[src/logic/stc_defines.svh]
// stc_defines.svh: offsets, field positions, reset values and codes of the timer
// assumes inclusion by bare name from every design file that needs them
`ifndef STC_DEFINES_SVH
`define STC_DEFINES_SVH

// ==========================================
// register byte offsets
`define STC_ADR_MAIN 5'h00
`define STC_ADR_MODE 5'h04
`define STC_ADR_CNT_LO 5'h08
`define STC_ADR_CNT_HI 5'h0C
`define STC_ADR_CMPA_LO 5'h10
`define STC_ADR_CMPA_HI 5'h14
`define STC_ADR_FLAGS 5'h18
`define STC_REG_RESET 8'h00

// ==========================================
// field positions
`define STC_PAUSE_BIT 7
`define STC_ON_BIT 3
`define STC_ON_MASK 8'h08
`define STC_RP_MSB 2
`define STC_RP_LSB 0
`define STC_MODE_MSB 7
`define STC_MODE_LSB 6
`define STC_FN_MSB 5
`define STC_FN_LSB 4
`define STC_OC_BIT 3
`define STC_POL_BIT 2
`define STC_DPX_BIT 1
`define STC_CCLR_BIT 0
`define STC_FLAG_A 0
`define STC_FLAG_P 1

// ==========================================
// function select codes
`define STC_FN_KEEP 2'h0
`define STC_FN_LOW 2'h1
`define STC_FN_HIGH 2'h2
`define STC_FN_TOGGLE 2'h3
`define STC_FN_INACTIVE 2'h0
`define STC_FN_ACTIVE 2'h1
`define STC_FN_PWM 2'h2
`define STC_FN_SINGLE 2'h3
`define STC_CAP_RISE 2'h0
`define STC_CAP_FALL 2'h1
`define STC_CAP_BOTH 2'h2

// ==========================================
// counter limits
`define STC_CNT_MAX 10'h3FF
`define STC_FULL_SPAN 11'h400

`endif

[src/logic/stc_pkg.sv]
// stc_pkg.sv: types shared by the timer modules
// assumes nothing beyond a SystemVerilog compiler
package stc_pkg;
	// operating modes in field order
	typedef enum logic [1:0] {
		STC_MODE_CMP,
		STC_MODE_CAP,
		STC_MODE_PWM,
		STC_MODE_TMR
	} stc_mode_t;
endpackage

[src/logic/stc_cfg_if.sv]
// stc_cfg_if.sv: configuration and events from timer core to pin generator
// assumes both ends run on the same clock
`timescale 1ns/1ps
interface stc_cfg_if;
	stc_pkg::stc_mode_t mode;
	logic [1:0] fsel;
	logic oc;
	logic pol;
	logic dpx;
	logic [2:0] rp;
	logic enable;
	logic en_rise;
	logic a_event;
	logic [9:0] cnt;
	logic [9:0] cmpa;
	logic pin;
	modport timer (output mode, fsel, oc, pol, dpx, rp, enable, en_rise, a_event, cnt, cmpa,
		input pin);
	modport pin_gen (input mode, fsel, oc, pol, dpx, rp, enable, en_rise, a_event, cnt, cmpa,
		output pin);
endinterface

[src/logic/stc_pin_gen.sv]
// stc_pin_gen.sv: output pin level for compare, pwm and single pulse modes
// assumes counter and compare events come from the timer core on the same clock
`timescale 1ns/1ps
`include "stc_defines.svh"
module stc_pin_gen (
	// system
	input wire logic clk_i,
	input wire logic rst_i,
	// timer side
	stc_cfg_if.pin_gen cfg
);
	logic cmp_lvl;
	logic pin;
	logic next_cmp_lvl;
	logic pwm_lvl;

	// ==========================================
	// duty reference
	wire [10:0] p_span = (cfg.rp == 3'h0) ? `STC_FULL_SPAN : {1'b0, cfg.rp, 7'h00};
	wire [10:0] duty = cfg.dpx ? p_span : {1'b0, cfg.cmpa};
	wire pwm_act = {1'b0, cfg.cnt} < duty;

	// ==========================================
	// compare-mode level
	always_comb begin
		next_cmp_lvl = cmp_lvl;
		if (cfg.en_rise) begin
			next_cmp_lvl = cfg.oc;
		end else if (cfg.a_event) begin
			unique case (cfg.fsel)
				`STC_FN_KEEP: next_cmp_lvl = cmp_lvl;
				`STC_FN_LOW: next_cmp_lvl = 1'b0;
				`STC_FN_HIGH: next_cmp_lvl = 1'b1;
				`STC_FN_TOGGLE: next_cmp_lvl = ~cmp_lvl;
			endcase
		end
	end

	// ==========================================
	// pwm and single pulse level
	always_comb begin
		pwm_lvl = ~cfg.oc;
		unique case (cfg.fsel)
			`STC_FN_INACTIVE: pwm_lvl = ~cfg.oc;
			`STC_FN_ACTIVE: pwm_lvl = cfg.oc;
			`STC_FN_PWM: pwm_lvl = pwm_act ? cfg.oc : ~cfg.oc;
			`STC_FN_SINGLE: pwm_lvl = cfg.enable ? cfg.oc : ~cfg.oc;
		endcase
	end

	wire is_pwm = cfg.mode == stc_pkg::STC_MODE_PWM;
	wire is_tmr = cfg.mode == stc_pkg::STC_MODE_TMR;
	wire next_lvl = is_pwm ? pwm_lvl : next_cmp_lvl;
	wire next_pin = is_tmr ? 1'b0 : (next_lvl ^ cfg.pol);

	always_ff @(posedge clk_i) begin
		if (rst_i) begin
			cmp_lvl <= 1'b0;
			pin <= 1'b0;
		end else begin
			cmp_lvl <= next_cmp_lvl;
			pin <= next_pin;
		end
	end

	assign cfg.pin = pin;
endmodule

[src/logic/stc_top.sv]
// stc_top.sv: 10-bit up-counting timer with compare, capture and pwm output
// assumes a classic wishbone master and a timer tick from same-clock logic
//
// The Wishbone slave port and the placing of the registers were left to the implementer.
`timescale 1ns/1ps
`include "stc_defines.svh"

// Overview of operation
// period compare against counter bits 9..7, codes give 128..896, zero gives 1024
// period code zero lets the counter overflow at maximum and wrap
// two-bit mode field picks compare, capture, pwm/single pulse or timer
// software switches the timer off before changing the mode
// compare mode: A match keeps, lowers, raises or toggles the output
// pwm mode codes: force inactive, force active, pwm, single pulse
// capture mode codes: rising, falling, both edges, or capture off
// software changes the function field in pwm mode only when off
// output control sets initial level, active level, or pulse level
// polarity bit inverts the output pin except in timer mode
// swap bit exchanges period and duty roles of the two compares
// clear-select one clears on A match, zero on period or overflow
// clear-select is ignored in pwm, single pulse and capture modes
// counter readable as low byte and two-bit high part, rest zero
// compare A held as read/write low byte and two-bit high part
// compare mode, clear-select zero: both flags raised on their matches
// compare mode, clear-select one: only the A flag is raised
// compare A zero in compare mode: overflow at 3FF, no A flag
// only an A match moves the output pin, never a period match
// enable rising edge returns the pin to its initial level
// requested level equal to initial level shows no pin change
// enable rise zeroes the counter, enable fall stops and holds it
// low bytes pass a shared buffer moved by high byte access
// pause freezes the counter, release resumes from the held value
// each match flag is a one-cycle pulse with the clear it causes
// every register resets to zero, timer off and pin inactive
module stc_top (
	// system
	input wire logic clk_i,
	input wire logic rst_i,
	// wishbone slave
	input wire logic cyc_i,
	input wire logic stb_i,
	input wire logic we_i,
	input wire logic [4:0] adr_i,
	input wire logic [3:0] sel_i,
	input wire logic [31:0] dat_i,
	output logic [31:0] dat_o,
	output logic ack_o,
	// timer pins and tick
	input wire logic timer_tick_i,
	input wire logic capture_input_pin_i,
	output logic timer_output_pin_o,
	// match events
	output logic compare_a_pulse_o,
	output logic period_compare_pulse_o
);
	logic [7:0] main_ctl;
	logic [7:0] mode_ctl;
	logic [9:0] cnt;
	logic [9:0] cmpa;
	logic [7:0] buffer;
	logic [1:0] flags;
	logic enable_q;
	logic ack;
	logic [7:0] rdat;
	logic a_pulse_q;
	logic p_pulse_q;
	logic cap_s1;
	logic cap_s2;
	logic cap_s3;

	// ==========================================
	// control fields
	wire pause = main_ctl[`STC_PAUSE_BIT];
	wire timer_enable = main_ctl[`STC_ON_BIT];
	wire [2:0] rp = main_ctl[`STC_RP_MSB:`STC_RP_LSB];
	wire [1:0] fsel = mode_ctl[`STC_FN_MSB:`STC_FN_LSB];
	wire oc = mode_ctl[`STC_OC_BIT];
	wire pol = mode_ctl[`STC_POL_BIT];
	wire dpx = mode_ctl[`STC_DPX_BIT];
	wire clr_sel = mode_ctl[`STC_CCLR_BIT];
	stc_pkg::stc_mode_t mode;
	assign mode = stc_pkg::stc_mode_t'(mode_ctl[`STC_MODE_MSB:`STC_MODE_LSB]);

	wire is_cmp = mode == stc_pkg::STC_MODE_CMP;
	wire is_tmr = mode == stc_pkg::STC_MODE_TMR;
	wire is_cap = mode == stc_pkg::STC_MODE_CAP;
	wire is_pwm = mode == stc_pkg::STC_MODE_PWM;
	wire cmp_like = is_cmp | is_tmr;
	wire single = is_pwm & (fsel == `STC_FN_SINGLE);

	// ==========================================
	// bus decode
	wire req = cyc_i & stb_i & ~ack;
	wire wr = req & we_i & sel_i[0];
	wire rd = req & ~we_i;
	wire [7:0] wbyte = dat_i[7:0];
	wire hit_main = adr_i == `STC_ADR_MAIN;
	wire hit_mode = adr_i == `STC_ADR_MODE;
	wire hit_cnt_lo = adr_i == `STC_ADR_CNT_LO;
	wire hit_cnt_hi = adr_i == `STC_ADR_CNT_HI;
	wire hit_cmpa_lo = adr_i == `STC_ADR_CMPA_LO;
	wire hit_cmpa_hi = adr_i == `STC_ADR_CMPA_HI;
	wire hit_flags = adr_i == `STC_ADR_FLAGS;
	wire wr_main = wr & hit_main;
	wire wr_mode = wr & hit_mode;
	wire wr_cmpa_lo = wr & hit_cmpa_lo;
	wire wr_cmpa_hi = wr & hit_cmpa_hi;
	wire wr_flags = wr & hit_flags;
	wire rd_cnt_hi = rd & hit_cnt_hi;
	wire rd_cmpa_hi = rd & hit_cmpa_hi;

	// ==========================================
	// read mux
	wire [7:0] next_rdat =
		hit_main ? main_ctl :
		hit_mode ? mode_ctl :
		(hit_cnt_lo | hit_cmpa_lo) ? buffer :
		hit_cnt_hi ? {6'h00, cnt[9:8]} :
		hit_cmpa_hi ? {6'h00, cmpa[9:8]} :
		hit_flags ? {6'h00, flags} :
		8'h00;

	// ==========================================
	// counter matches
	wire en_rise = timer_enable & ~enable_q;
	wire count_go = timer_enable & ~pause & timer_tick_i;
	wire [9:0] cnt_inc = cnt + 10'h001;
	wire [9:0] period_val = {rp, 7'h00};
	wire p_hit = (rp == 3'h0) ? (cnt == `STC_CNT_MAX) : (cnt_inc == period_val);
	wire p_match = count_go & p_hit;
	wire a_match = count_go & (cmpa != 10'h000) & (cnt_inc == cmpa);

	// ==========================================
	// capture edges
	wire cap_rise = cap_s2 & ~cap_s3;
	wire cap_fall = ~cap_s2 & cap_s3;
	wire cap_edge =
		(fsel == `STC_CAP_RISE) ? cap_rise :
		(fsel == `STC_CAP_FALL) ? cap_fall :
		(fsel == `STC_CAP_BOTH) ? (cap_rise | cap_fall) :
		1'b0;
	wire capture = is_cap & timer_enable & cap_edge;

	// ==========================================
	// clear source and flags
	wire clr_cmp = clr_sel ? a_match : p_match;
	wire clr_pwm = single ? 1'b0 : (dpx ? a_match : p_match);
	wire cnt_clear =
		cmp_like ? clr_cmp :
		is_cap ? p_match :
		clr_pwm;
	wire a_event = is_cap ? capture : a_match;
	wire p_event = cmp_like ? (p_match & ~clr_sel) :
		single ? 1'b0 :
		p_match;
	wire sp_stop = single & a_match;

	// ==========================================
	// next register values
	wire [9:0] next_cnt =
		en_rise ? 10'h000 :
		cnt_clear ? 10'h000 :
		count_go ? cnt_inc :
		cnt;
	wire [7:0] next_main =
		wr_main ? wbyte :
		sp_stop ? (main_ctl & ~`STC_ON_MASK) :
		main_ctl;
	wire [9:0] next_cmpa =
		capture ? cnt :
		wr_cmpa_hi ? {wbyte[1:0], buffer} :
		cmpa;
	wire [7:0] next_buffer =
		wr_cmpa_lo ? wbyte :
		rd_cnt_hi ? cnt[7:0] :
		rd_cmpa_hi ? cmpa[7:0] :
		buffer;
	wire [1:0] flag_clr = wr_flags ? wbyte[1:0] : 2'h0;
	wire [1:0] flag_set = {p_event, a_event};
	wire [1:0] next_flags = (flags & ~flag_clr) | flag_set;

	// ==========================================
	// registers
	always_ff @(posedge clk_i) begin
		if (rst_i) begin
			main_ctl <= `STC_REG_RESET;
			mode_ctl <= `STC_REG_RESET;
			cnt <= 10'h000;
			cmpa <= 10'h000;
			buffer <= `STC_REG_RESET;
			flags <= 2'h0;
			enable_q <= 1'b0;
		end else begin
			main_ctl <= next_main;
			mode_ctl <= wr_mode ? wbyte : mode_ctl;
			cnt <= next_cnt;
			cmpa <= next_cmpa;
			buffer <= next_buffer;
			flags <= next_flags;
			enable_q <= timer_enable;
		end
	end

	always_ff @(posedge clk_i) begin
		if (rst_i) begin
			ack <= 1'b0;
			rdat <= 8'h00;
			a_pulse_q <= 1'b0;
			p_pulse_q <= 1'b0;
		end else begin
			ack <= req;
			rdat <= rd ? next_rdat : 8'h00;
			a_pulse_q <= a_event;
			p_pulse_q <= p_event;
		end
	end

	// ==========================================
	// capture pin synchroniser
	always_ff @(posedge clk_i) begin
		if (rst_i) begin
			cap_s1 <= 1'b0;
			cap_s2 <= 1'b0;
			cap_s3 <= 1'b0;
		end else begin
			cap_s1 <= capture_input_pin_i;
			cap_s2 <= cap_s1;
			cap_s3 <= cap_s2;
		end
	end

	// ==========================================
	// pin generator
	stc_cfg_if cfg ();
	assign cfg.mode = mode;
	assign cfg.fsel = fsel;
	assign cfg.oc = oc;
	assign cfg.pol = pol;
	assign cfg.dpx = dpx;
	assign cfg.rp = rp;
	assign cfg.enable = timer_enable;
	assign cfg.en_rise = en_rise;
	assign cfg.a_event = a_match & cmp_like;
	assign cfg.cnt = cnt;
	assign cfg.cmpa = cmpa;

	stc_pin_gen u_pin_gen (
		.clk_i(clk_i),
		.rst_i(rst_i),
		.cfg(cfg.pin_gen)
	);

	// ==========================================
	// outputs
	assign dat_o = {24'h000000, rdat};
	assign ack_o = ack;
	assign timer_output_pin_o = cfg.pin;
	assign compare_a_pulse_o = a_pulse_q;
	assign period_compare_pulse_o = p_pulse_q;
endmodule

[config.mk]
export PLATFORM = sky130hd
export DESIGN_NAME = stc_top
export DESIGN_NICKNAME = d
export VERILOG_FILES = /design/src/logic/stc_pkg.sv /design/src/logic/stc_cfg_if.sv /design/src/logic/stc_pin_gen.sv /design/src/logic/stc_top.sv
export VERILOG_INCLUDE_DIRS = /design/src /design/src/logic
export SDC_FILE = /design/constraint.sdc
export NUM_CORES = 1
export LEC_CHECK = 0
export ABC_AREA = 1
export BUFFER_PORTS_ARGS = -buffer_cell sky130_fd_sc_hd__buf_2
export CAP_MARGIN = 20
export CORE_MARGIN = 2
export CORE_UTILIZATION = 50
export CTS_CLUSTER_DIAMETER = 100
export CTS_CLUSTER_SIZE = 8
export DETAILED_ROUTE_END_ITERATION = 8
export PLACE_DENSITY = 0.77
export SLEW_MARGIN = 30
export SYNTH_ARGS = -nofsm -noshare
export SYNTH_HDL_FRONTEND = slang
export SYNTH_SLANG_ARGS = --single-unit
[constraint.sdc]
create_clock -name clk_i -period 2 [get_ports clk_i]
set_clock_uncertainty 0.05 [all_clocks]
set_input_delay 0.2 -clock clk_i [delete_from_list [all_inputs] [get_ports clk_i]]
set_output_delay 0.2 -clock clk_i [all_outputs]
set_load 0.03 [all_outputs]
==> reports/results.tsv, run 1 <==
metric	value	unit
outcome	finished with violations	
failing checks	negative setup slack	
Simple-Gate Fraction of Synth Area	30.4	%
Post-synth EDFFs	0	
post-synthesis cell area	0.00396	mm^2
register share of total power	46.3	%
TNS Setup	-3.82	ns
reg2reg path depth	15	
placed inst area	0.00473	mm^2
post-route cell area	0.00523	mm^2
P per Cell Area	520	mW/mm^2
core area	0.00769	mm^2
initial core utilization	51.5	%
most frequent cell after synthesis	nand2_1	
reg2reg end	flags[1]$_SDFF_PP0_	
Most common cell on crit path	nand2_4	
initial drt markers	446	
die area	0.00865	mm^2
gr ovfl total	0	
biggest area consumer among synthesized cells	dfxtp_1	
Post-synth top cells	nand2_1 (130), o21ai_0 (71), dfxtp_1 (63)	
Port Buffers	32	
Final ANT Viol Nets	0	
CP Cell Sequence	ha_4 -> nand2_4 -> nor2_4 -> nand2_4 -> nor2_4 -> nand2_2 -> nand2_4 -> xor2_2 -> nand3_1 -> o21bai_1 -> nand2_1 -> inv_2 -> nand2_2 -> o21a_1 -> a21oi_2	
Mapped Cells	594	
critical path launch point type	flop	
Switching Share	25.1	%
number of max-cap violations	0	
top_reg_cell synth	dfxtp_1	
Max clock buf depth	2	
worst vdd ir	0.394	mV
drt first pass iters	5	
Post-Synth Adder-Cell Area	5.06	%
synthesized area per cell	6.67	um^2
Seq cells post-synth	63	
pin count of the biggest net entering global routing	24	
crit path capture type	flop	
clock share of power	47.3	%
clock slew at reported path FFs	0.07	ns
FP Rows	32	
# setup viols final	17	
Seq/Total Area, Yosys	31.8	%
end point of the critical path	flags[1]$_SDFF_PP0_	
via count	4476	
Die X	93.0	um
die height	93.0	um
clock root cell	clkbuf_8	
vias in the first global route	4148	
final net count	772	
Num CTS Buffers	9	
number of inserted diodes	0	
multiplexer share of the synthesized area	0	%
WS Path Type	reg -> reg	
Post-DP HPWL	9650	um
XOR/XNOR share of the synthesized area	1.11	%
sw power	0.000683	W
Area Overhead vs Synth	32.1	%
Max stage delay on crit path	0.37	ns
Worst EP arrival	2.49	ns
first-pass GRT wire length	20400	um
vias per std cell	5.49	
Final Hold Vio Count	0	
WL per Instance	15.7	um
Final Cycle Share	113	%
area share of the largest cell type after synthesis	31.8	%
DRC viols	0	
GRT Util Overall	30.1	%
RSZ-0062 raised after global routing	true	
combinational share of power	6.4	%
clk_lat worst skew	0.35	ns
top cells by area, synth	dfxtp_1 (32%), nand2_1 (12%), o21ai_0 (9.0%)	
CP startpoint	cfg.cnt[1]$_SDFFE_PP0P_	
Compound-Gate Fraction of Synth Area	19.1	%
Pint	0.00204	W
critical path peak fanout	4	
Min Clock Period, post-route	2.26	ns
ys async rst share	0	%
Hold Path Class	in -> reg	
setup ws final	-0.260	ns
max-slew violations	0	
share of layout cells above drive strength 1	29.3	%
largest family of logic cells by synthesized area	simple AND/OR/NAND/NOR gates	
Unique masters post-synth	37	
initial antenna violation count	0	
Synthesis Warnings	0	
CTS HTree Levels	3	
clk sinks	63	
Pleak	2.30	nW
Crit-path slowest cell	dfxtp_4	
CTS tree	built	
origin of the critical flop-to-flop path	cfg.cnt[1]$_SDFFE_PP0P_	
Worst EP required	2.23	ns
Reg2Reg Setup Slack	-0.26	ns
IO Pins	84	
top achievable clock speed	443	MHz
GP Congestion	0.999	
Total Wirelength	12800	um
==> layout make-up <==
cell class | count | area [um^2]
Multi-Input combinational cell | 449 | 2500
Clock inverter | 6 | 92.6
Timing Repair Buffer | 119 | 842
Tap cell | 102 | 128
Sequential cell | 63 | 1280
Clock buffer | 10 | 138
Inverter | 66 | 256
Fill cell | 653 | 2460
==> registers in the layout, summed over array words and instances, names as in the netlist <==
| signal | cells |
|---|---|
| compare_a_pulse_o | 1 |
| rdat | 8 |
| cap_s2 | 1 |
| cfg.cmpa | 10 |
| u_pin_gen.cmp_lvl | 1 |
| enable_q | 1 |
| main_ctl | 8 |
| u_pin_gen.cfg.pin | 1 |
| ack_o | 1 |
| cap_s1 | 1 |
| period_compare_pulse_o | 1 |
| cap_s3 | 1 |
| flags | 2 |
| mode_ctl | 8 |
| buffer | 8 |
| cfg.cnt | 10 |
==> worst min-delay path by stage <==
stage	start	to	slack, ns	depth (start not counted)
after floorplan	rst_i	flags[1]$_SDFF_PP0_	0.21	1
after global placement	cap_s1$_SDFF_PP0_	cap_s2$_SDFF_PP0_	0.36	2
after detailed placement	capture_input_pin_i	cap_s1$_SDFF_PP0_	0.36	3
after CTS	capture_input_pin_i	cap_s1$_SDFF_PP0_	0.003	3
after global routing	capture_input_pin_i	cap_s1$_SDFF_PP0_	0.03	3
final	capture_input_pin_i	cap_s1$_SDFF_PP0_	0.003	3
==> placed cells by master, fill, tap and decap left out, types with 6 or more instances in the layout <==
| cell type | n |
|---|---|
| inv_1 | 57 |
| nor2_2 | 8 |
| nor2_1 | 44 |
| nor3_2 | 10 |
| nand3_2 | 9 |
| buf_2 | 32 |
| nand2_1 | 124 |
| a31oi_1 | 13 |
| conb_1 | 24 |
| ha_1 | 15 |
| nand4_1 | 9 |
| nor3_1 | 6 |
| dfxtp_1 | 57 |
| a21oi_1 | 32 |
| nand2_2 | 11 |
| clkbuf_8 | 10 |
| nand3_1 | 31 |
| o21ai_0 | 66 |
| buf_4 | 84 |
| o221ai_1 | 6 |
==> repair_timing <==
action	in CTS	in global routing
hold buffers	0	0
endpoints found under the setup margin	17	21
buffers inserted	2	5
pin swaps	9	14
resized for setup	21	39
==> cells by family after synthesis <==
family / Yosys count
adder cells (fa/ha/maj): 16
AND/OR/NAND/NOR: 267
other: 1
flip-flops: 63
XOR/XNOR: 5
AO/OA/AOI/OAI: 137
buffers and inverters: 105
==> stage by stage <==
| stage | worst slack, ns | hold slack (ns) | power (W) | std cells | util (%) |
|---|---|---|---|---|---|
| 2_1_floorplan | 0.0170 | 0.212 | 0.00144 | 617 | - |
| 3_3_place_gp | -0.295 | 0.358 | 0.00146 | 792 | 61.6 |
| 3_5_place_dp | -0.302 | 0.360 | 0.00146 | 792 | 61.6 |
| 4_1_cts | -0.226 | 0.00270 | 0.00272 | 810 | 65.5 |
| 5_1_grt | -0.373 | 0.0286 | 0.00279 | 815 | 68.1 |
| 6_report | -0.260 | 0.00292 | 0.00272 | 815 | 68.1 |
==> power by group through the flow <==
stage	Clock, W	Combinational, W	Sequential (W)
after floorplan	0	0.000146	0.00129
after global placement	0	0.000163	0.00129
after detailed placement	0	0.000165	0.00129
after CTS	0.00129	0.000167	0.00126
after global routing	0.00134	0.000190	0.00126
final	0.00129	0.000175	0.00126
==> worst max-delay path, delay by kind of cell (launching register included) <==
family	cells	cell delay, ns
adders and majority gates	1	0.16
xor gates and xnor gates	1	0.18
buffers and inverters	1	0.09
and+or+nand+nor	9	0.86
AOI/OAI and AO/OA	3	0.50
DFF	1	0.37
==> metal layers <==
metal	vias to the layer above	GRT usage, %	share of wire [%]
met5	-	0	0
met4	0	10.8	2.6
met3	27	5.16	8.3
met2	206	51.4	48
met1	2078	38.4	41
li1	2165	-	-
No activity file was read; power rests on OpenSTA's default activity.
==> run 2, diff against run 1 <==
--- a/config.mk
+++ b/config.mk
@@ -10,11 +10,11 @@
 export BUFFER_PORTS_ARGS = -buffer_cell sky130_fd_sc_hd__buf_2
 export CAP_MARGIN = 20
 export CORE_MARGIN = 2
-export CORE_UTILIZATION = 50
+export CORE_UTILIZATION = 55
 export CTS_CLUSTER_DIAMETER = 100
 export CTS_CLUSTER_SIZE = 8
 export DETAILED_ROUTE_END_ITERATION = 8
-export PLACE_DENSITY = 0.77
+export PLACE_DENSITY = 0.8
 export SLEW_MARGIN = 30
 export SYNTH_ARGS = -nofsm -noshare
 export SYNTH_HDL_FRONTEND = slang
==> constraint.sdc (replaced) <==
create_clock -name clk_i -period 2.83 [get_ports clk_i]
set_clock_uncertainty 0.05 [all_clocks]
set_input_delay 0.283 -clock clk_i [delete_from_list [all_inputs] [get_ports clk_i]]
set_output_delay 0.283 -clock clk_i [all_outputs]
set_load 0.03 [all_outputs]
==> run 2 against run 1 <==
Effect of this change:
- the flow now finishes without violations
- combinational power decreased by 34%
- wire length decreased by 14%
- non-clock buffer count fell by 79
- critical endpoint is now u_pin_gen.cfg.pin$_SDFF_PP0_
- largest power group is now registers
- highest routed layer unchanged
==> reports/results.tsv, run 2 (synthesis gave the netlist of run 1 again) <==
metric	value	unit	change
Num CTS Buffers	9		unchanged
Die X	88.9	um	-4.5%
WL met2	4930	um	-20%
RSZ-0062 raised after global routing	false		
Final Cycle Share	90.4	%	-23 points
worst vdd ir	0.263	mV	-33%
pin count of the biggest net entering global routing	24		unchanged
die height	88.9	um	-4.5%
combinational share of power	6.3	%	about the same
Pleak	1.85	nW	-19%
top flop regs	cfg.cmpa: 10 flops, cfg.cnt: 10 flops		
Post-CTS Setup Inserts	0		-2
core area	0.00687	mm^2	-11%
final net count	693		-10%
reg2reg path depth	15		unchanged
initial drt markers	339		-24%
placed inst area	0.00414	mm^2	-12%
first-pass GRT wire length	17600	um	-14%
WL per Instance	15.0	um	-3.9%
Crit-path slowest cell	dfxtp_1		
Port Buffers	32		unchanged
CTS HTree Levels	3		unchanged
Area Overhead vs Synth	9.67	%	
Hold Path Class	in -> reg		
GRT Util Overall	29.3	%	-0.86 points
vias per std cell	5.64		+2.7%
Max stage delay on crit path	0.35	ns	-0.02 ns
Total Wirelength	11000	um	-14%
worst hold path depth	3		unchanged
highest routed layer	met4		
post-route cell area	0.00434	mm^2	-17%
sw power	0.000478	W	-30%
most frequent cells in the layout	nand2_1 (130), o21ai_0 (71), dfxtp_1 (62)		
reg2reg end	u_pin_gen.cfg.pin$_SDFF_PP0_		
clk_lat worst skew	0.35	ns	about the same
number of max-cap violations	0		unchanged
clock share of power	44.7	%	-2.6 points
P per Cell Area	419	mW/mm^2	-19%
initial core utilization	57.7	%	+6.1 points
# setup viols final	0		-17
FP Rows	30		-6.3%
critical path peak fanout	6		+2
max-slew violations	0		unchanged
Sequential cell area	0.00126	mm^2	-1.3%
cts hold-fix bufs	0		unchanged
commonest non-fill, non-tap cell in the layout	nand2_1		
Final ANT Viol Nets	0		unchanged
Worst EP arrival	2.76	ns	+0.27 ns
DRC viols	0		unchanged
GP Congestion	0.952		-4.7%
WS Path Type	reg -> reg		
drt first pass iters	7		+2
Max clock buf depth	2		unchanged
kind of cell adding the most delay to the critical path	compound AO/OA/AOI/OAI gates		
register share of total power	49.0	%	+2.7 points
die area	0.00790	mm^2	-8.7%
CTS tree	built		
TNS Setup	0	ns	+3.82 ns
Final Hold Vio Count	0		unchanged
outcome	completed		
Pint	0.00134	W	-34%
footprint of the multi-input gates	0.00229	mm^2	-8.1%
Max-slew headroom	56.2	%	
Worst EP required	3.03	ns	+0.80 ns
Least-Margin Pin Slew	0.653	ns	
initial antenna violation count	0		unchanged
Met3 Wirelength	977	um	-8.1%
gr ovfl total	0		unchanged
Reg2Reg Setup Slack	0.27	ns	+0.53 ns
critical path launch point type	flop		
Min Clock Period, post-route	2.56	ns	+0.297 ns
clock root cell	clkbuf_8		
top achievable clock speed	391	MHz	-12%
WL met1	4760	um	-8.8%
Switching Share	26.2	%	+1.1 points
clock slew at reported path FFs	0.07	ns	about the same
IO Pins	84		unchanged
Bufs and invs on worst path	1		unchanged
Fillers	617		-5.5%
origin of the critical flop-to-flop path	mode_ctl[1]$_SDFFE_PP0P_		
vias in the first global route	3601		-13%
clk sinks	63		unchanged
Post-DP HPWL	8260	um	-14%
share of layout cells above drive strength 1	13.1	%	-16 points
crit path capture type	flop		
hold_sp	capture_input_pin_i		
WHS Endpoint	cap_s1$_SDFF_PP0_		
number of inserted diodes	0		unchanged
CP Cell Sequence	clkinv_1 -> nand2_1 -> ha_1 -> a21oi_1 -> o21ai_0 -> nor2_1 -> nor2_1 -> a21oi_1 -> nand2_1 -> nand2_1 -> nand3_1 -> nand3b_1 -> nand3_1 -> a21oi_1 -> nor2_1		
via count	4117		-8.0%
## run 2: changes by cell type in the layout (fill, tap and decap cells not counted), moves of 6 or more
| cell | delta |
|---|---|
| nand3_2 | -7 |
| nor3_2 | -8 |
| buf_4 | -76 |
| nor3_1 | +8 |
| nand3_1 | +10 |
| nand2_1 | +6 |
## run 2: metal layers
| metal | GRT usage (%) | vias to the layer above |
|---|---|---|
| met2 | 45.5 | 206 |
| met5 | 0 | - |
| met3 | 5.88 | 33 |
| li1 | - | 2000 |
| met4 | 12.4 | 0 |
| met1 | 39.6 | 1878 |
## run 2: worst max path at each step
stage,cells past startpoint,slack [ns],startpoint,end
finish,15,0.27,mode_ctl[1]$_SDFFE_PP0P_,u_pin_gen.cfg.pin$_SDFF_PP0_
global route,15,0.08,cfg.cnt[1]$_SDFFE_PP0P_,cfg.cnt[3]$_SDFFE_PP0P_
CTS,14,0.22,cfg.cnt[1]$_SDFFE_PP0P_,cfg.cnt[3]$_SDFFE_PP0P_
detailed placement,14,0.23,cfg.cnt[1]$_SDFFE_PP0P_,cfg.cnt[3]$_SDFFE_PP0P_
global placement,14,0.32,cfg.cnt[1]$_SDFFE_PP0P_,cfg.cnt[3]$_SDFFE_PP0P_
floorplan,15,0.72,cfg.cnt[0]$_SDFFE_PP0P_,cfg.cnt[0]$_SDFFE_PP0P_
## run 2: worst register-to-register path, stage by stage, from the launching register on
cell and delay [ns]:
dfxtp_1 0.35, clkinv_1 0.22, nand2_1 0.13, ha_1 0.24
a21oi_1 0.23, o21ai_0 0.12, nor2_1 0.10, nor2_1 0.05
a21oi_1 0.30, nand2_1 0.10, nand2_1 0.08, nand3_1 0.07
nand3b_1 0.09, nand3_1 0.11, a21oi_1 0.17, nor2_1 0.06
## run 2: power by group through the flow
| stage | Combinational (W) | Clock, W | Sequential [W] |
|---|---|---|---|
| final | 0.000115 | 0.000814 | 0.000893 |
| after global routing | 0.000125 | 0.000852 | 0.000893 |
| after CTS | 0.000113 | 0.000807 | 0.000893 |
| after detailed placement | 0.000112 | 0 | 0.000914 |
| after global placement | 0.000110 | 0 | 0.000914 |
| after floorplan | 0.000103 | 0 | 0.000914 |
## run 2: layout make-up
| cell class | count | share of cell area, % |
|---|---|---|
| Clock buffer | 11 | 3.26 |
| Clock inverter | 5 | 1.33 |
| Inverter | 66 | 5.70 |
| Multi-Input combinational cell | 449 | 52.8 |
| Sequential cell | 63 | 29.1 |
| Tap cell | 96 | 2.77 |
| Timing Repair Buffer | 40 | 5.07 |
## run 2: per-stage QoR
step	utilization [%]	worst slack, ns	std cells	power (W)	hold WS [ns]
final	63.2	0.273	730	0.00182	0.0791
after global routing	63.2	0.0800	730	0.00187	0.0885
after CTS	63.2	0.217	730	0.00181	0.0785
after detailed placement	60.3	0.228	714	0.00103	0.354
after global placement	60.3	0.317	714	0.00102	0.351
after floorplan	-	0.721	617	0.00102	0.295
## run 2: timing repair
action / 4_1_cts / 5_1_grt
gates resized for setup: 0 / 1
hold endpoints to repair: 0 / 0
endpoints found under the setup margin: 0 / 9
==> run 3, diff against run 2 <==
--- a/config.mk
+++ b/config.mk
@@ -6,7 +6,6 @@
 export SDC_FILE = /design/constraint.sdc
 export NUM_CORES = 1
 export LEC_CHECK = 0
-export ABC_AREA = 1
 export BUFFER_PORTS_ARGS = -buffer_cell sky130_fd_sc_hd__buf_2
 export CAP_MARGIN = 20
 export CORE_MARGIN = 2
==> run 3 against run 2 <==
Effect of this change:
- power rose by 4.6%
- largest power group is now the clock network
- critical endpoint unchanged
- clock-buffer cell count did not move
- sequential power barely moved
==> reports/results.tsv, run 3 <==
metric	value	unit	change
placed cells	613		-14%
core area	0.00721	mm^2	+5.0%
GRT Util Overall	26.5	%	-2.8 points
Synthesis Warnings	0		unchanged
Min Clock Period, post-route	2.66	ns	+0.0990 ns
# setup viols final	0		unchanged
Worst EP arrival	2.89	ns	+0.13 ns
WS Path Type	reg -> reg		
WL per Instance	16.6	um	+10%
Die X	89.9	um	+1.2%
Worst EP required	3.07	ns	+0.04 ns
Layout Cells excl Fill	629		-14%
crit path capture type	flop		
most frequent cells in the layout	nor2_1 (73), dfxtp_1 (63), mux2i_1 (46)		
Final ANT Viol Nets	0		unchanged
IO Pins	84		unchanged
Port Buffers	32		unchanged
CTS tree	built		
pin count of the biggest net entering global routing	44		+83%
Total Wirelength	10400	um	-5.0%
CP Cell Sequence	ha_1 -> xor2_1 -> or3_1 -> a211oi_2 -> o2111ai_1 -> and4bb_1 -> a41oi_2 -> o21ai_2 -> mux2i_1		
initial antenna violation count	0		unchanged
Final Hold Vio Count	0		unchanged
gr ovfl total	0		unchanged
Fillers	625		+1.3%
max-slew violations	0		unchanged
P per Cell Area	421	mW/mm^2	+0.30%
Seq/Total Area, Yosys	31.1	%	-0.79 points
Unique masters post-synth	61		+65%
die area	0.00809	mm^2	+2.4%
Post-DP HPWL	7620	um	-7.7%
most frequent cell after synthesis	nor2_1		
clock slew at reported path FFs	0.08	ns	about the same
top cells by area, synth	dfxtp_1 (31%), mux2i_1 (11%), nor2_1 (6.7%)		
DRC viols	0		unchanged
via count	3686		-10%
clock root cell	clkbuf_8		
Crit-path slowest cell	or3_1		
Hold Path Class	in -> reg		
CTS HTree Levels	3		unchanged
Max clock buf depth	2		unchanged
Max-slew headroom	57.0	%	+0.81 points
vias in the first global route	3470		-3.6%
critical path launch point type	flop		
initial drt markers	349		+2.9%
post-synthesis cell area	0.00406	mm^2	+2.5%
Pleak	1.97	nW	+6.2%
worst vdd ir	0.198	mV	-25%
die height	89.9	um	+1.2%
critical path peak fanout	4		-2
Post-synth top cells	nor2_1 (73), dfxtp_1 (63), mux2i_1 (46)		
clk sinks	63		unchanged
setup ws final	0.174	ns	-0.0990 ns
Final Cycle Share	93.9	%	+3.5 points
area share of the largest cell type after synthesis	31.1	%	-0.79 points
Num CTS Buffers	9		unchanged
Seq cells post-synth	63		unchanged
Reg2Reg Setup Slack	0.17	ns	-0.10 ns
biggest area consumer among synthesized cells	dfxtp_1		
final net count	589		-15%
outcome	completed		
commonest non-fill, non-tap cell in the layout	nor2_1		
TNS Setup	0	ns	unchanged
vias per std cell	5.86		+3.9%
number of inserted diodes	0		unchanged
drt first pass iters	6		-1
RSZ-0062 raised after global routing	false		
FP Rows	31		+3.3%
number of max-cap violations	0		unchanged
first-pass GRT wire length	17300	um	-1.3%
Mapped Cells	488		-18%
top achievable clock speed	376	MHz	-3.7%
top flop regs	cfg.cmpa: 10 flops, cfg.cnt: 10 flops		
Area Overhead vs Synth	11.6	%	
cts hold-fix bufs	0		unchanged
ys async rst share	0	%	unchanged
top_reg_cell synth	dfxtp_1		
Max stage delay on crit path	0.39	ns	+0.04 ns
synthesized area per cell	8.32	um^2	+25%
share of layout cells above drive strength 1	15.5	%	+2.4 points
initial core utilization	56.3	%	-1.4 points
Least-Margin Pin Slew	0.645	ns	-0.00777 ns
pre-CTS WS	0.190	ns	-0.0382 ns
clk_lat worst skew	0.36	ns	about the same
Post-synth EDFFs	0		unchanged
GP Congestion	0.948		-0.41%
-- run 3: timing repair --
action / in CTS / in global routing
setup buffers: 0 / 0
gates resized for setup: 0 / 2
endpoints found under the setup margin: 0 / 11
-- run 3: path summary, 6_finish.rpt --
path / startpoint / depth (start not counted) / end
setup reg to reg: cfg.cnt[0]$_SDFFE_PP0P_ / 9 / u_pin_gen.cfg.pin$_SDFF_PP0_
hold reg to reg: cap_s1$_SDFF_PP0_ / 1 / cap_s2$_SDFF_PP0_
setup / recovery: cfg.cnt[0]$_SDFFE_PP0P_ / 9 / u_pin_gen.cfg.pin$_SDFF_PP0_
hold / removal: capture_input_pin_i / 2 / cap_s1$_SDFF_PP0_
-- run 3: worst max-delay path: cells and delay by family (launching register included) --
| kind | cells | cell delay [ns] |
|---|---|---|
| compound gates | 4 | 0.75 |
| xor+xnor | 1 | 0.17 |
| fa+ha+maj | 1 | 0.34 |
| flops | 1 | 0.35 |
| mux | 1 | 0.19 |
| simple gates | 2 | 0.75 |
-- run 3: kinds of logic after synthesis --
family	synth area share, %
AOI/OAI and AO/OA	15.7
DFF	31.1
other	0.0924
adders and majority gates	4.93
buffers and inverters	8.23
muxes	11.3
and+or+nand+nor	23.7
xor gates and xnor gates	4.96
-- run 3: cell type report --
class                   instances  area [um^2]  area share (%)
clock inverters                 5         81.3            1.80
inverters                       9         33.8           0.746
flip-flops and latches         63         1260            27.8
clock buffers                  11          141            3.12
repair buffers                 53          330            7.29
multi-input cells             389         2560            56.5
well taps                      99          124            2.73
-- run 3: power by group --
part	internal, W	total [W]	switching [W]	leakage, nW
Combinational	0.0000235	0.000112	0.0000880	1.35
Clock	0.000520	0.000903	0.000383	0.110
Sequential	0.000889	0.000891	0.00000208	0.508
-- run 3: stage by stage --
| stage | cell area (um^2) | util [%] | hold WS [ns] | total power [W] |
|---|---|---|---|---|
| finish | 4530 | 62.8 | 0.0923 | 0.00191 |
| global route | 4530 | 62.8 | 0.149 | 0.00196 |
| CTS | 4530 | 62.8 | 0.0872 | 0.00192 |
| detailed placement | 4310 | 59.7 | 0.390 | 0.00102 |
| global placement | 4310 | 59.7 | 0.388 | 0.00102 |
| floorplan | 4150 | - | 0.361 | 0.00101 |
-- run 3: layer usage --
layer | vias to the layer above | global-route usage [%] | wire [um]
met1 | 1749 | 34.1 | 4300
met4 | 0 | 10.9 | 253
li1 | 1763 | - | -
met5 | - | 0 | 0
met2 | 150 | 43.6 | 5080
met3 | 24 | 5.36 | 798
